### config.mk
export PLATFORM = sky130hd
export DESIGN_NAME = asr_ctrl
export DESIGN_NICKNAME = d
export VERILOG_FILES = /design/src/inc/asr_pkg.sv /design/src/logic/asr_ctrl.sv
export SDC_FILE = /design/constraint.sdc
export NUM_CORES = 1
export LEC_CHECK = 0
export ABC_AREA = 1
export BUFFER_PORTS_ARGS = -buffer_cell sky130_fd_sc_hd__buf_2
export CORE_ASPECT_RATIO = 1.4
export CORE_UTILIZATION = 53
export DETAILED_ROUTE_END_ITERATION = 6
export PLACE_DENSITY = 0.85
export SYNTH_ARGS = -nofsm -noshare
export SYNTH_HDL_FRONTEND = slang
export SYNTH_SLANG_ARGS = --single-unit
### constraint.sdc
create_clock -name sys_clk -period 2.55 [get_ports sys_clk]
set_input_delay 0.1275 -clock sys_clk [delete_from_list [all_inputs] [get_ports sys_clk]]
set_output_delay 0.1275 -clock sys_clk [all_outputs]
set_load 0.01 [all_outputs]
### src/inc/asr_pkg.sv
// constants and types for the asynchronous byte-wide static memory controller
package asr_pkg;

    // system clock period
    localparam int CLK_PERIOD_NS = 20;

    // memory geometry
    localparam int ADDR_W = 19;
    localparam int DATA_W = 8;

    // timing figures in ns, fast grade
    localparam int T_RC_FAST_NS  = 70;  // read cycle, also address access
    localparam int T_AA_FAST_NS  = 70;
    localparam int T_CW_FAST_NS  = 60;
    localparam int T_AW_FAST_NS  = 60;
    localparam int T_WP_FAST_NS  = 50;
    localparam int T_DW_FAST_NS  = 30;
    localparam int T_HZ_FAST_NS  = 30;  // release of the bus by the memory
    localparam int T_WC_FAST_NS  = 70;

    // timing figures in ns, slow grade
    localparam int T_RC_SLOW_NS  = 85;
    localparam int T_AA_SLOW_NS  = 85;
    localparam int T_CW_SLOW_NS  = 75;
    localparam int T_AW_SLOW_NS  = 75;
    localparam int T_WP_SLOW_NS  = 55;
    localparam int T_DW_SLOW_NS  = 35;
    localparam int T_HZ_SLOW_NS  = 35;
    localparam int T_WC_SLOW_NS  = 85;

    // least times round up to whole cycles
    function automatic int ns_to_min_cyc(input int ns);
        int c;
        c = (ns + CLK_PERIOD_NS - 1) / CLK_PERIOD_NS;
        return (c < 1) ? 1 : c;
    endfunction

    function automatic int max4(input int a, input int b, input int c, input int d);
        int m;
        m = (a > b) ? a : b;
        m = (m > c) ? m : c;
        return (m > d) ? m : d;
    endfunction

    // read strobe time: access time and cycle time both met
    localparam int RD_CYC_FAST = ns_to_min_cyc((T_AA_FAST_NS > T_RC_FAST_NS) ?
                                               T_AA_FAST_NS : T_RC_FAST_NS);
    localparam int RD_CYC_SLOW = ns_to_min_cyc((T_AA_SLOW_NS > T_RC_SLOW_NS) ?
                                               T_AA_SLOW_NS : T_RC_SLOW_NS);
    // write low time: pulse, select, address and data windows all met
    localparam int WR_CYC_FAST = ns_to_min_cyc(max4(T_CW_FAST_NS, T_AW_FAST_NS,
                                                    T_WP_FAST_NS, T_DW_FAST_NS));
    localparam int WR_CYC_SLOW = ns_to_min_cyc(max4(T_CW_SLOW_NS, T_AW_SLOW_NS,
                                                    T_WP_SLOW_NS, T_DW_SLOW_NS));
    // write cycle total, the closing cycle counted in
    localparam int WC_CYC_FAST = ns_to_min_cyc(T_WC_FAST_NS);
    localparam int WC_CYC_SLOW = ns_to_min_cyc(T_WC_SLOW_NS);
    // bus turnaround after a read
    localparam int HZ_CYC_FAST = ns_to_min_cyc(T_HZ_FAST_NS);
    localparam int HZ_CYC_SLOW = ns_to_min_cyc(T_HZ_SLOW_NS);

    // counter width
    localparam int CNT_W = 4;

    // controller states, one-hot
    typedef enum logic [6:0] {
        ST_IDLE  = 7'h01,
        ST_READ  = 7'h02,
        ST_TURN  = 7'h04,
        ST_WRITE = 7'h08,
        ST_WEND  = 7'h10,
        ST_STBY  = 7'h20,
        ST_RECOV = 7'h40
    } asr_state_t;

endpackage

### src/logic/asr_ctrl.sv
// host-side controller that drives an asynchronous byte-wide static memory
`timescale 1ns/1ns

module asr_ctrl
    import asr_pkg::*;
#(
    parameter bit FAST_GRADE = 1'b1
) (
    // clock and reset
    input  wire logic                sys_clk,
    input  wire logic                resetn,
    // user request port
    input  wire logic                req_valid,
    input  wire logic                req_write,
    input  wire logic [ADDR_W-1:0]   req_addr,
    input  wire logic [DATA_W-1:0]   req_wdata,
    output logic                     req_ready,
    // read answer
    output logic                     rd_valid,
    output logic [DATA_W-1:0]        rd_data,
    // retention standby
    input  wire logic                standby_req,
    output logic                     standby_active,
    // memory pins
    output logic [ADDR_W-1:0]        byte_address,
    output logic                     cs_n,
    output logic                     oe_n,
    output logic                     we_n,
    input  wire logic [DATA_W-1:0]   data_bus_in,
    output logic [DATA_W-1:0]        data_bus_out,
    output logic                     data_bus_oe
);

    // grade-dependent counts, minus one for a down counter ending at zero
    localparam logic [CNT_W-1:0] RD_LAST =
        CNT_W'((FAST_GRADE ? RD_CYC_FAST : RD_CYC_SLOW) - 1);
    localparam int WR_LOW = FAST_GRADE ? WR_CYC_FAST : WR_CYC_SLOW;
    localparam int WC_ALL = FAST_GRADE ? WC_CYC_FAST : WC_CYC_SLOW;
    // closing cycle included; stretch the low time if the cycle time demands it
    localparam logic [CNT_W-1:0] WR_LAST =
        CNT_W'(((WR_LOW + 1 > WC_ALL) ? WR_LOW : WC_ALL - 1) - 1);
    localparam logic [CNT_W-1:0] HZ_LAST =
        CNT_W'((FAST_GRADE ? HZ_CYC_FAST : HZ_CYC_SLOW) - 1);
    localparam logic [CNT_W-1:0] CNT_ZERO = CNT_W'(0);

    asr_state_t             state;
    asr_state_t             next_state;
    logic [CNT_W-1:0]       cnt;
    logic [CNT_W-1:0]       next_cnt;
    logic                   accept;

    // requests only taken when idle and no standby is pending
    assign req_ready = (state == ST_IDLE) && !standby_req;
    assign accept    = req_ready && req_valid;

    // sequencing of strobe phases
    always_comb begin
        next_state = state;
        next_cnt   = (cnt == CNT_ZERO) ? CNT_ZERO : cnt - CNT_W'(1);
        case (state)
            ST_IDLE: begin
                // standby wins over requests
                // a pending request simply waits out the standby
                if (standby_req) begin
                    next_state = ST_STBY;
                end else if (accept && req_write) begin
                    next_state = ST_WRITE;
                    next_cnt   = WR_LAST;
                end else if (accept) begin
                    next_state = ST_READ;
                    next_cnt   = RD_LAST;
                end
            end
            ST_READ: begin
                // hold strobes for full access time
                if (cnt == CNT_ZERO) begin
                    next_state = ST_TURN;
                    next_cnt   = HZ_LAST;
                end
            end
            ST_TURN: begin
                // wait out the memory's float time
                // costs two idle cycles even between two reads
                if (cnt == CNT_ZERO) begin
                    next_state = ST_IDLE;
                end
            end
            ST_WRITE: begin
                if (cnt == CNT_ZERO) begin
                    next_state = ST_WEND;
                end
            end
            ST_WEND: begin
                next_state = ST_IDLE;
            end
            ST_STBY: begin
                if (!standby_req) begin
                    next_state = ST_RECOV;
                    next_cnt   = RD_LAST;
                end
            end
            ST_RECOV: begin
                // one read cycle before new access
                if (cnt == CNT_ZERO) begin
                    next_state = ST_IDLE;
                end
            end
            default: begin
                next_state = ST_IDLE;
                next_cnt   = CNT_ZERO;
            end
        endcase
    end

    // state and phase counter
    always_ff @(posedge sys_clk or negedge resetn) begin
        if (!resetn) begin
            state <= ST_IDLE;
            cnt   <= CNT_ZERO;
        end else begin
            state <= next_state;
            cnt   <= next_cnt;
        end
    end

    // address and write data latched at acceptance, held until the next one
    always_ff @(posedge sys_clk or negedge resetn) begin
        if (!resetn) begin
            byte_address <= '0;
            data_bus_out <= '0;
        end else if (accept) begin
            // address set with the strobes, held through
            byte_address <= req_addr;
            data_bus_out <= req_wdata;
        end
    end

    // strobes registered from the next state so pins never glitch
    // no cycle of latency paid: pins change on the same edge as the state, with clean, skew-free edges
    always_ff @(posedge sys_clk or negedge resetn) begin
        if (!resetn) begin
            cs_n <= 1'b1;
            oe_n <= 1'b1;
            we_n <= 1'b1;
        end else begin
            // select and write enable fall together
            // select low across the whole write
            cs_n <= !((next_state == ST_READ) || (next_state == ST_WRITE));
            // output enable kept high while writing
            oe_n <= !(next_state == ST_READ);
            // both strobes rise together at write end
            we_n <= !(next_state == ST_WRITE);
        end
    end

    // bus drive: write phases only, data kept one cycle past the strobes
    always_ff @(posedge sys_clk or negedge resetn) begin
        if (!resetn) begin
            data_bus_oe <= 1'b0;
        end else begin
            // never driven in read or turnaround
            // data stays through the closing cycle
            data_bus_oe <= (next_state == ST_WRITE) || (next_state == ST_WEND);
        end
    end

    // read capture at the end of the access wait
    // limitation: a memory that never drove still yields a byte
    always_ff @(posedge sys_clk or negedge resetn) begin
        if (!resetn) begin
            rd_valid <= 1'b0;
            rd_data  <= '0;
        end else begin
            rd_valid <= 1'b0;
            // output enable asserted from read start
            if ((state == ST_READ) && (cnt == CNT_ZERO)) begin
                rd_valid <= 1'b1;
                rd_data  <= data_bus_in;
            end
        end
    end

    // standby indication, a level that follows the state
    // recovery time is held by the state machine, not here
    always_ff @(posedge sys_clk or negedge resetn) begin
        if (!resetn) begin
            standby_active <= 1'b0;
        end else begin
            standby_active <= (next_state == ST_STBY);
        end
    end

endmodule

==> results of run 1 <==
[metrics by stage]
| step | setup WS [ns] | instances | instance area [um^2] | hold WS, ns |
|---|---|---|---|---|
| floorplan | 1.12 | 278 | 2260 | -0.168 |
| global placement | 0.742 | 398 | 2710 | 0.266 |
| detailed placement | 0.725 | 398 | 2710 | 0.270 |
| CTS | 0.714 | 407 | 2810 | 0.0198 |
| global route | 0.479 | 407 | 2810 | 0.0281 |
| finish | 0.725 | 407 | 2810 | 0.0223 |
[kinds of logic (layout without fill, tap and decap cells)]
family | Yosys count | count (layout) | share of synthesized area
AOI/OAI and AO/OA | 25 | 25 | 0.0592
xor gates and xnor gates | 1 | 1 | 0.00387
adders and majority gates | 2 | 2 | 0.0111
buffers and inverters | 28 | 114 | 0.0509
DFF | 52 | 52 | 0.577
and+or+nand+nor | 170 | 170 | 0.298
[sequential cells by signal, indices dropped and copies added, names as in the netlist]
name	cells
cnt	4
standby_active	1
data_bus_oe	1
we_n	1
byte_address	19
data_bus_out	8
rd_valid	1
rd_data	8
cs_n	1
oe_n	1
state	7
[worst min-delay path by stage]
| stage | startpoint | end | slack (ns) | depth (start not counted) |
|---|---|---|---|---|
| detailed placement | resetn | byte_address[1]$_DFFE_PN0P_ | 0.27 | 1 |
| CTS | req_addr[0] | byte_address[0]$_DFFE_PN0P_ | 0.02 | 3 |
| floorplan | resetn | byte_address[0]$_DFFE_PN0P_ | -0.17 | 0 |
| finish | req_addr[14] | byte_address[14]$_DFFE_PN0P_ | 0.02 | 3 |
| global route | data_bus_in[3] | rd_data[3]$_DFFE_PN0P_ | 0.03 | 3 |
| global placement | resetn | data_bus_out[7]$_DFFE_PN0P_ | 0.27 | 1 |
[power by group through the flow]
stage	logic [mW]	clock network, mW	registers, mW
after floorplan	0.688	0	1.46
after global placement	1.26	0	1.33
after detailed placement	1.31	0	1.33
after CTS	1.31	0.479	1.31
after global routing	1.49	0.514	1.35
final	1.30	0.474	1.31
[placed cells by master, fill, tap and decap left out, types with 4 or more instances in the layout]
cell type,count
clkbuf_8,6
nor2_1,32
inv_2,5
o21ai_0,15
nand2_1,124
nand3_1,7
dfrtp_1,48
dfstp_2,4
a21oi_1,6
buf_2,81
inv_1,16
[worst register-to-register path: stages (launching register included)]
cell	delay, ns
dfstp_2	0.56
nand2_1	0.06
nor2_1	0.12
nand2_2	0.13
nor3_4	0.38
inv_2	0.29
nand2_1	0.14
nand2_1	0.05
[metal layers]
| layer | global-route usage | vias to the layer above | share of wire |
|---|---|---|---|
| met5 | 0 | - | 0 |
| met4 | 0.0927 | 0 | 0.017 |
| met3 | 0.0472 | 9 | 0.094 |
| met2 | 0.381 | 111 | 0.47 |
| met1 | 0.263 | 918 | 0.42 |
| li1 | - | 1025 | - |
[final cells by class]
| type | count | area share |
|---|---|---|
| inverter | 21 | 0.0280 |
| clock buffer | 7 | 0.0307 |
| multi-input combinational | 198 | 0.299 |
| tap | 43 | 0.0191 |
| timing repair buffer | 85 | 0.156 |
| sequential | 52 | 0.464 |
| clock inverter | 1 | 0.00311 |
==> results.toml, run 1 <==
[cts]
cts_buffers = 5
cts_setup_buffers = 0
htree_num_levels = 2
clk_pin_slew_worst_paths_ns = 0.09
root_buffer = "clkbuf_8"
cts_tree = "built"
cts_resized = 0
clkSinkCount = 52
clockBufferDepth = 2
cts_hold_buf = 1
clk_latency_ns = 0.30

[global_routing]
grt_pass1_vias = 1858
gr-usage-all-layers = 0.220
grt_max_degree = 40
antenna_found_initial = 0
grt_pass1_wl_um = 7760
grt_overflow = 0

[timing]
setup_tns_ns = 0
setup_viol = 0
hold_viol_final = 0
fin_crit_ns = 1.83
rsz0062_at_grt = "false"
tightest_slew_ns = 0.808
slew_headroom = 0.461
fin_crit_sh = 0.716
final_max_slew_viol_count = 0
fmax_mhz = 548
finClkSkew_ns = 0.00733

[floorplan]
die-area_um2 = 4540
core-area_um2 = 4020
fp.dieH_um = 79.3
die_w_um = 57.2
rows = 27
pin_count = 82
start_util = 0.563

[critical_path]
r2r_setup_slack_ns = 0.72
cp_slowest_cell = "dfstp_2"
cp.depth = 7
crit_chain = "nand2_1 > nor2_1 > nand2_2 > nor3_4 > inv_2 > nand2_1 > nand2_1"
critPathLaunch = "state[0]$_DFF_PN1_"
cp_max_fo = 27
reg2reg_from = "state[0]$_DFF_PN1_"
arrival_ns = 2.02
cp.buffers_inverters = 1
critPathRequiredTime_ns = 2.75
reg2reg_depth = 7
reg2reg_to = "byte_address[13]$_DFFE_PN0P_"
crit_top_cell = "nand2_1"
setup.worst_path.class = "register to register"
crit_family = "simple AND/OR/NAND/NOR gates"
cp-start-kind = "register"
endpoint_kind = "register"
slowest_delay_ns = 0.56
critical_path.endpoint = "byte_address[13]$_DFFE_PN0P_"

[finish]
fin_nets = 405
fillerInstances = 314
seqCellArea_um2 = 1310
antenna_cells = 0
area_growth_pct = 24.3
multi_input_area_um2 = 841
drive_gt1_frac = 0.288
post-route-util = 0.700

[placed_design]
dp_hpwl_um = 3470
gp_congestion = 0.825
numPortBuffers = 81

[power_and_ir_drop]
p_clk_frac = 0.153
p_int_mw = 1.86
pwr-share-seq = 0.425
power.total_mw = 3.09
p_leak_nw = 1.60
ir_drop_mv = 0.485
p_sw_frac = 0.400
netSwitchingPower_mw = 1.24
p_per_area_nw_per_um2 = 1100
p_comb_frac = 0.421

[route]
dr.pass1.iters = 6
num_vias = 2063
wl_per_cell_um = 11.4
drt_iter0_drc = 194
post_drt_via_cell_ratio = 5.07
drc = 11
final_antenna_net_count = 0
finalWirelength_um = 4650

[logic_synthesis]
avgSynthCellArea_um2 = 8.14
yosys.area.top_type_share = 0.531
synth_flop_cell = "dfrtp_1"
synth_seq_cells = 52
synth_edf_count = 0
synthCells = 278
async_flop_share = 1.00
synthDistinctLibCells = 24
synth_area_leaders = "dfrtp_1, nand2_1, nor2_1"
synthMostInstantiatedCell = "nand2_1"
synth_fp_nets = 320
synthTopCellsByCount = "nand2_1, dfrtp_1, nor2_1"
ys_seq_area_frac = 0.577
synth_warnings = 0
yosysTopAreaCell = "dfrtp_1"
netlist_area_um2 = 2260

[hold_path]
hp-class = "input port to register"

[job]
cap_viol_max_count = 0

[status]
violations = "design-rule violations"
status = "complete, but fails checks"
No activity file was read; power rests on OpenSTA's default activity.
==> inputs of run 2 (changes only) <==
--- a/config.mk
+++ b/config.mk
@@ -5,12 +5,12 @@
 export SDC_FILE = /design/constraint.sdc
 export NUM_CORES = 1
 export LEC_CHECK = 0
-export ABC_AREA = 1
+export ABC_AREA = 0
 export BUFFER_PORTS_ARGS = -buffer_cell sky130_fd_sc_hd__buf_2
 export CORE_ASPECT_RATIO = 1.4
-export CORE_UTILIZATION = 53
+export CORE_UTILIZATION = 49
 export DETAILED_ROUTE_END_ITERATION = 6
-export PLACE_DENSITY = 0.85
+export PLACE_DENSITY = 0.78
 export SYNTH_ARGS = -nofsm -noshare
 export SYNTH_HDL_FRONTEND = slang
 export SYNTH_SLANG_ARGS = --single-unit
==> constraint.sdc (replaced) <==
create_clock -name sys_clk -period 1.8 [get_ports sys_clk]
set_input_delay 0.09 -clock sys_clk [delete_from_list [all_inputs] [get_ports sys_clk]]
set_output_delay 0.09 -clock sys_clk [all_outputs]
set_load 0.01 [all_outputs]
==> run 2 against run 1 <==
Compared with the run above: the run ends with negative setup slack left; non-clock buffer count up 22; die area up 13%; combinational power up 110%; sequential share of layout area down 6.5 points; critical endpoint is now data_bus_out[4]$_DFFE_PN0P_; largest cell class unchanged.
==> results.toml, run 2 <==
[placed_design]
numPortBuffers = 81
dp_hpwl_um = 3450
gp_congestion = 0.875
dp_cells = 324

[cts]
htree_num_levels = 2
clk_pin_slew_worst_paths_ns = 0.09
cts_tree = "built"
clkSinkCount = 52
cts_buffers = 5
root_buffer = "clkbuf_8"
clk_latency_ns = 0.30
clockBufferDepth = 2

[critical_path]
arrival_ns = 2.20
reg2reg_to = "data_bus_out[4]$_DFFE_PN0P_"
reg2reg_from = "state[3]$_DFF_PN0_"
r2r_setup_slack_ns = -0.20
reg2reg_depth = 5
cp-start-kind = "register"
critPathLaunch = "state[3]$_DFF_PN0_"
cp_max_fo = 8
setup.worst_path.class = "register to register"
critical_path.endpoint = "data_bus_out[4]$_DFFE_PN0P_"
endpoint_kind = "register"
critPathRequiredTime_ns = 1.99

[timing]
rsz0062_at_grt = "true"
fin_crit_sh = 1.11
fmax_mhz = 499
final_max_slew_viol_count = 0
setup_viol = 41
hold_viol_final = 0
slew_headroom = 0.587
whs_ns = 0.0100
finClkSkew_ns = 0.00460
setup_slack_ns = -0.202
tightest_slew_ns = 0.620
fin_crit_ns = 2.00

[finish]
instances_no_fill = 346
fin_nets = 325
regMostFlops = "byte_address"
layout_common_cells = "buf_2, dfrtp_1, mux2_4"
antenna_cells = 0
largest_register_ffs = 19
drive_gt1_frac = 0.577
area_growth_pct = 38.4
top_regs = "byte_address (19), data_bus_out (8), rd_data (8)"
final_common_cell = "buf_2"

[global_routing]
grt_pass1_wl_um = 8980
grt_overflow = 0
grt_pass1_vias = 1870
antenna_found_initial = 0
grt_max_degree = 29
gr-usage-all-layers = 0.237

[floorplan]
die_w_um = 60.7
core-area_um2 = 4570
die-area_um2 = 5110
start_util = 0.517
fp.dieH_um = 84.2
rows = 29
pin_count = 82

[logic_synthesis]
avgSynthCellArea_um2 = 13.4
synth_warnings = 0
synthDistinctLibCells = 41
synth_flop_cell = "dfrtp_1"
synth_area_leaders = "dfrtp_1, mux2_4, mux2_2"
synthCells = 177
synthMostInstantiatedCell = "dfrtp_1"
synthTopCellsByCount = "dfrtp_1, mux2_4, mux2_2"
synth_fp_nets = 219
yosys.area.top_type_share = 0.508
yosysTopAreaCell = "dfrtp_1"
synth_seq_cells = 52
synth_edf_count = 0
ys_seq_area_frac = 0.553
netlist_area_um2 = 2360
async_flop_share = 1.00

[route]
post_drt_via_cell_ratio = 5.28
drt_iter0_drc = 99
drc = 0
finalWirelength_um = 5430
num_vias = 1826
wl_per_cell_um = 15.7
final_antenna_net_count = 0
dr.pass1.iters = 4

[hold_path]
worstHoldStart = "req_addr[18]"
hp-class = "input port to register"

[power_and_ir_drop]
p_leak_nw = 1.65
p_per_area_nw_per_um2 = 1670
ir_drop_mv = 1.11

[status]
status = "complete, but fails checks"
violations = "negative setup slack"

[job]
cap_viol_max_count = 0
[run 2: per-layer routing]
layer  global-route usage  wire (um)
met5                    0          0
met4               0.0723         74
met1                0.322       2180
met2                0.382       2880
met3               0.0462        297
[run 2: critical path, cell delays in order (launching register included)]
cell     delay (ns)
dfrtp_1        0.39
or4_4          0.57
nor4b_4        0.29
buf_6          0.19
buf_8          0.15
mux2_4         0.30
[run 2: repair_timing]
item                       4_1_cts  5_1_grt
setup endpoints to repair       37       41
hold buffers                     2        1
pin swaps                        5        2
setup buffers                    8        1
resized for setup               17        1
hold endpoints to repair        28        1
cloned                           3        0
[run 2: layout make-up]
| cell class | instances | area, um^2 |
|---|---|---|
| tap | 62 | 77.6 |
| timing repair buffer | 107 | 716 |
| fill | 351 | 1300 |
| inverter | 6 | 22.5 |
| clock buffer | 6 | 72.6 |
| clock inverter | 2 | 35.0 |
| multi-input combinational | 111 | 1040 |
| sequential | 52 | 1310 |
[run 2: cells by family (layout without fill, tap and decap cells)]
family	count (synthesis)	after routing	synth area share
adders and majority gates	2	2	0.0106
muxes	35	35	0.199
and+or+nand+nor	46	46	0.117
xor gates and xnor gates	4	4	0.0148
buffers and inverters	14	121	0.0349
AOI/OAI and AO/OA	24	24	0.0715
DFF	52	52	0.553
[run 2: power breakdown]
group | internal (mW) | leakage [nW] | total (mW) | switching (mW)
Combinational | 1.49 | 0.957 | 2.68 | 1.19
Clock | 0.413 | 0.0552 | 0.787 | 0.374
Sequential | 1.69 | 0.632 | 1.99 | 0.306
Total | 3.59 | 1.64 | 5.46 | 1.87
[run 2: how the worst min path moves through the flow]
stage                                         to  depth (start not counted)  slack, ns
detailed placement        rd_data[3]$_DFFE_PN0P_                          1       0.14
finish              byte_address[18]$_DFFE_PN0P_                          2       0.01
global route         data_bus_out[5]$_DFFE_PN0P_                          2     0.0007
global placement          rd_data[3]$_DFFE_PN0P_                          1       0.13
floorplan            byte_address[0]$_DFFE_PN0P_                          0      -0.21
CTS                  byte_address[7]$_DFFE_PN0P_                          2      0.007
[run 2: stage by stage]
stage	total power [mW]	setup TNS [ns]	instance area [um^2]	setup slack [ns]	utilization
finish	5.46	-6.38	3270	-0.202	0.716
floorplan	3.56	-11.15	2400	-0.391	-
detailed placement	4.36	-5.37	2930	-0.192	0.642
global route	5.78	-9.09	3270	-0.272	0.716
CTS	5.44	-5.56	3260	-0.190	0.713
global placement	4.30	-4.79	2930	-0.163	0.642
==> inputs of run 3 (changes only) <==
--- a/config.mk
+++ b/config.mk
@@ -11,6 +11,8 @@
 export CORE_UTILIZATION = 49
 export DETAILED_ROUTE_END_ITERATION = 6
 export PLACE_DENSITY = 0.78
+export SKIP_LAST_GASP = 1
 export SYNTH_ARGS = -nofsm -noshare
 export SYNTH_HDL_FRONTEND = slang
 export SYNTH_SLANG_ARGS = --single-unit
+export TNS_END_PERCENT = 20
==> run 3 against run 2 <==
Compared with the run above: the flow still finishes with violations (negative setup slack); clock power rose by 18%; wire length grew 7.4%; global-route usage is 0.57 points higher; cell area rose by 0.31%; first-iteration DRC count is 26% lower; power up 1.5%.
==> results.toml, run 3 (synthesis gave the netlist of run 2 again) <==
[status]
status = "complete, but fails checks"
violations = "negative setup slack"

[placed_design]
dp_cells = 330
gp_congestion = 0.945
numPortBuffers = 81
dp_hpwl_um = 3670
place_ws_ns = -0.223

[critical_path]
arrival_ns = 2.27
critical_path.endpoint = "byte_address[13]$_DFFE_PN0P_"
cp_slowest_cell = "or4_4"
reg2reg_to = "byte_address[13]$_DFFE_PN0P_"
slowest_delay_ns = 0.58
crit_family = "simple AND/OR/NAND/NOR gates"
crit_chain = "or4_4 > nor4b_4 > buf_4 > clkbuf_16 > mux2_4"
critPathLaunch = "state[6]$_DFF_PN0_"
critPathRequiredTime_ns = 1.99
cp.buffers_inverters = 2
cp.depth = 5
setup.worst_path.class = "register to register"
r2r_setup_slack_ns = -0.27
reg2reg_depth = 5
endpoint_kind = "register"
reg2reg_from = "state[6]$_DFF_PN0_"
cp_max_fo = 5
cp-start-kind = "register"

[timing]
fin_crit_sh = 1.15
setup_slack_ns = -0.274
hold_viol_final = 0
fin_crit_ns = 2.07
slew_headroom = 0.595
whs_ns = 0.00652
finClkSkew_ns = 0.0117
tightest_slew_ns = 0.608
rsz0062_at_grt = "true"
setup_viol = 39
final_max_slew_viol_count = 0
fmax_mhz = 482

[cts]
root_buffer = "clkbuf_8"
clk_latency_ns = 0.31
clockBufferDepth = 2
htree_num_levels = 2
clk_pin_slew_worst_paths_ns = 0.09
cts_buffers = 5
cts_tree = "built"
clkSinkCount = 52

[global_routing]
grt_pass1_vias = 1911
antenna_found_initial = 0
grt_overflow = 0
grt_max_degree = 29
grt_pass1_wl_um = 9020
gr-usage-all-layers = 0.243

[finish]
area_growth_pct = 38.9
top_regs = "byte_address (19), data_bus_out (8), rd_data (8)"
drive_gt1_frac = 0.556
largest_register_ffs = 19
layout_common_cells = "buf_2, dfrtp_1, mux2_4"
regMostFlops = "byte_address"
final_common_cell = "buf_2"
instances_no_fill = 350
antenna_cells = 0
fin_nets = 330

[floorplan]
die-area_um2 = 5110
fp.dieH_um = 84.2
die_w_um = 60.7
pin_count = 82
rows = 29
core-area_um2 = 4570
start_util = 0.517

[route]
post_drt_via_cell_ratio = 5.27
finalWirelength_um = 5830
wl_per_cell_um = 16.7
final_antenna_net_count = 0
dr.pass1.iters = 4
drc = 0
drt_iter0_drc = 73
num_vias = 1843

[power_and_ir_drop]
p_leak_nw = 1.66
p_per_area_nw_per_um2 = 1690
ir_drop_mv = 1.08

[hold_path]
whs_path_depth = 2
hp-class = "input port to register"

[job]
cap_viol_max_count = 0
## run 3: changes by cell type in the layout (fill, tap and decap cells not counted), sizes merged
cell and delta:
bufinv +1, clkinv -1, dlygate4sd3 +3, buf +1
## run 3: layer usage
layer	vias to the layer above	global-route usage	wire length (um)
li1	856	-	-
met1	911	0.292	2150
met2	62	0.404	3310
met3	14	0.0570	209
met4	0	0.107	166
met5	-	0	0
## run 3: cell type report
class                   instances  area (um^2)
flip-flops and latches         52         1310
clock buffers                   5         68.8
inverters                       6         22.5
fillers                       342         1290
repair buffers                112          734
multi-input cells             111         1010
well taps                      62         77.6
clock inverters                 2         60.1
## run 3: how the worst min path moves through the flow
stage | slack [ns] | start | endpoint
after global placement | 0.14 | resetn | rd_valid$_DFF_PN0_
after global routing | -0.0001 | req_addr[9] | byte_address[9]$_DFFE_PN0P_
after detailed placement | 0.13 | resetn | cnt[3]$_DFF_PN0_
final | 0.007 | req_wdata[7] | data_bus_out[7]$_DFFE_PN0P_
after CTS | 0.0004 | req_addr[7] | byte_address[7]$_DFFE_PN0P_
after floorplan | -0.21 | resetn | byte_address[0]$_DFFE_PN0P_
## run 3: what timing repair did
item	in CTS	in global routing
pin swaps	2	2
gates cloned	2	1
hold buffers	3	3
setup endpoints to repair	39	41
buffers inserted	3	1
endpoints found under the hold margin	23	3
resized for setup	14	0
## run 3: stage by stage
stage | total power [mW] | area (um^2) | TNS (ns) | utilization
finish | 5.55 | 3280 | -8.61 | 0.718
global route | 5.86 | 3280 | -10.69 | 0.718
CTS | 5.47 | 3220 | -6.89 | 0.704
detailed placement | 4.36 | 2930 | -6.58 | 0.642
global placement | 4.31 | 2930 | -5.43 | 0.642
floorplan | 3.51 | 2360 | -12.30 | -
## run 3: report_power, final
| group | internal, mW | total [mW] | switching, mW |
|---|---|---|---|
| Sequential | 1.69 | 1.97 | 0.286 |
| Clock | 0.547 | 0.929 | 0.382 |
| Combinational | 1.44 | 2.64 | 1.20 |
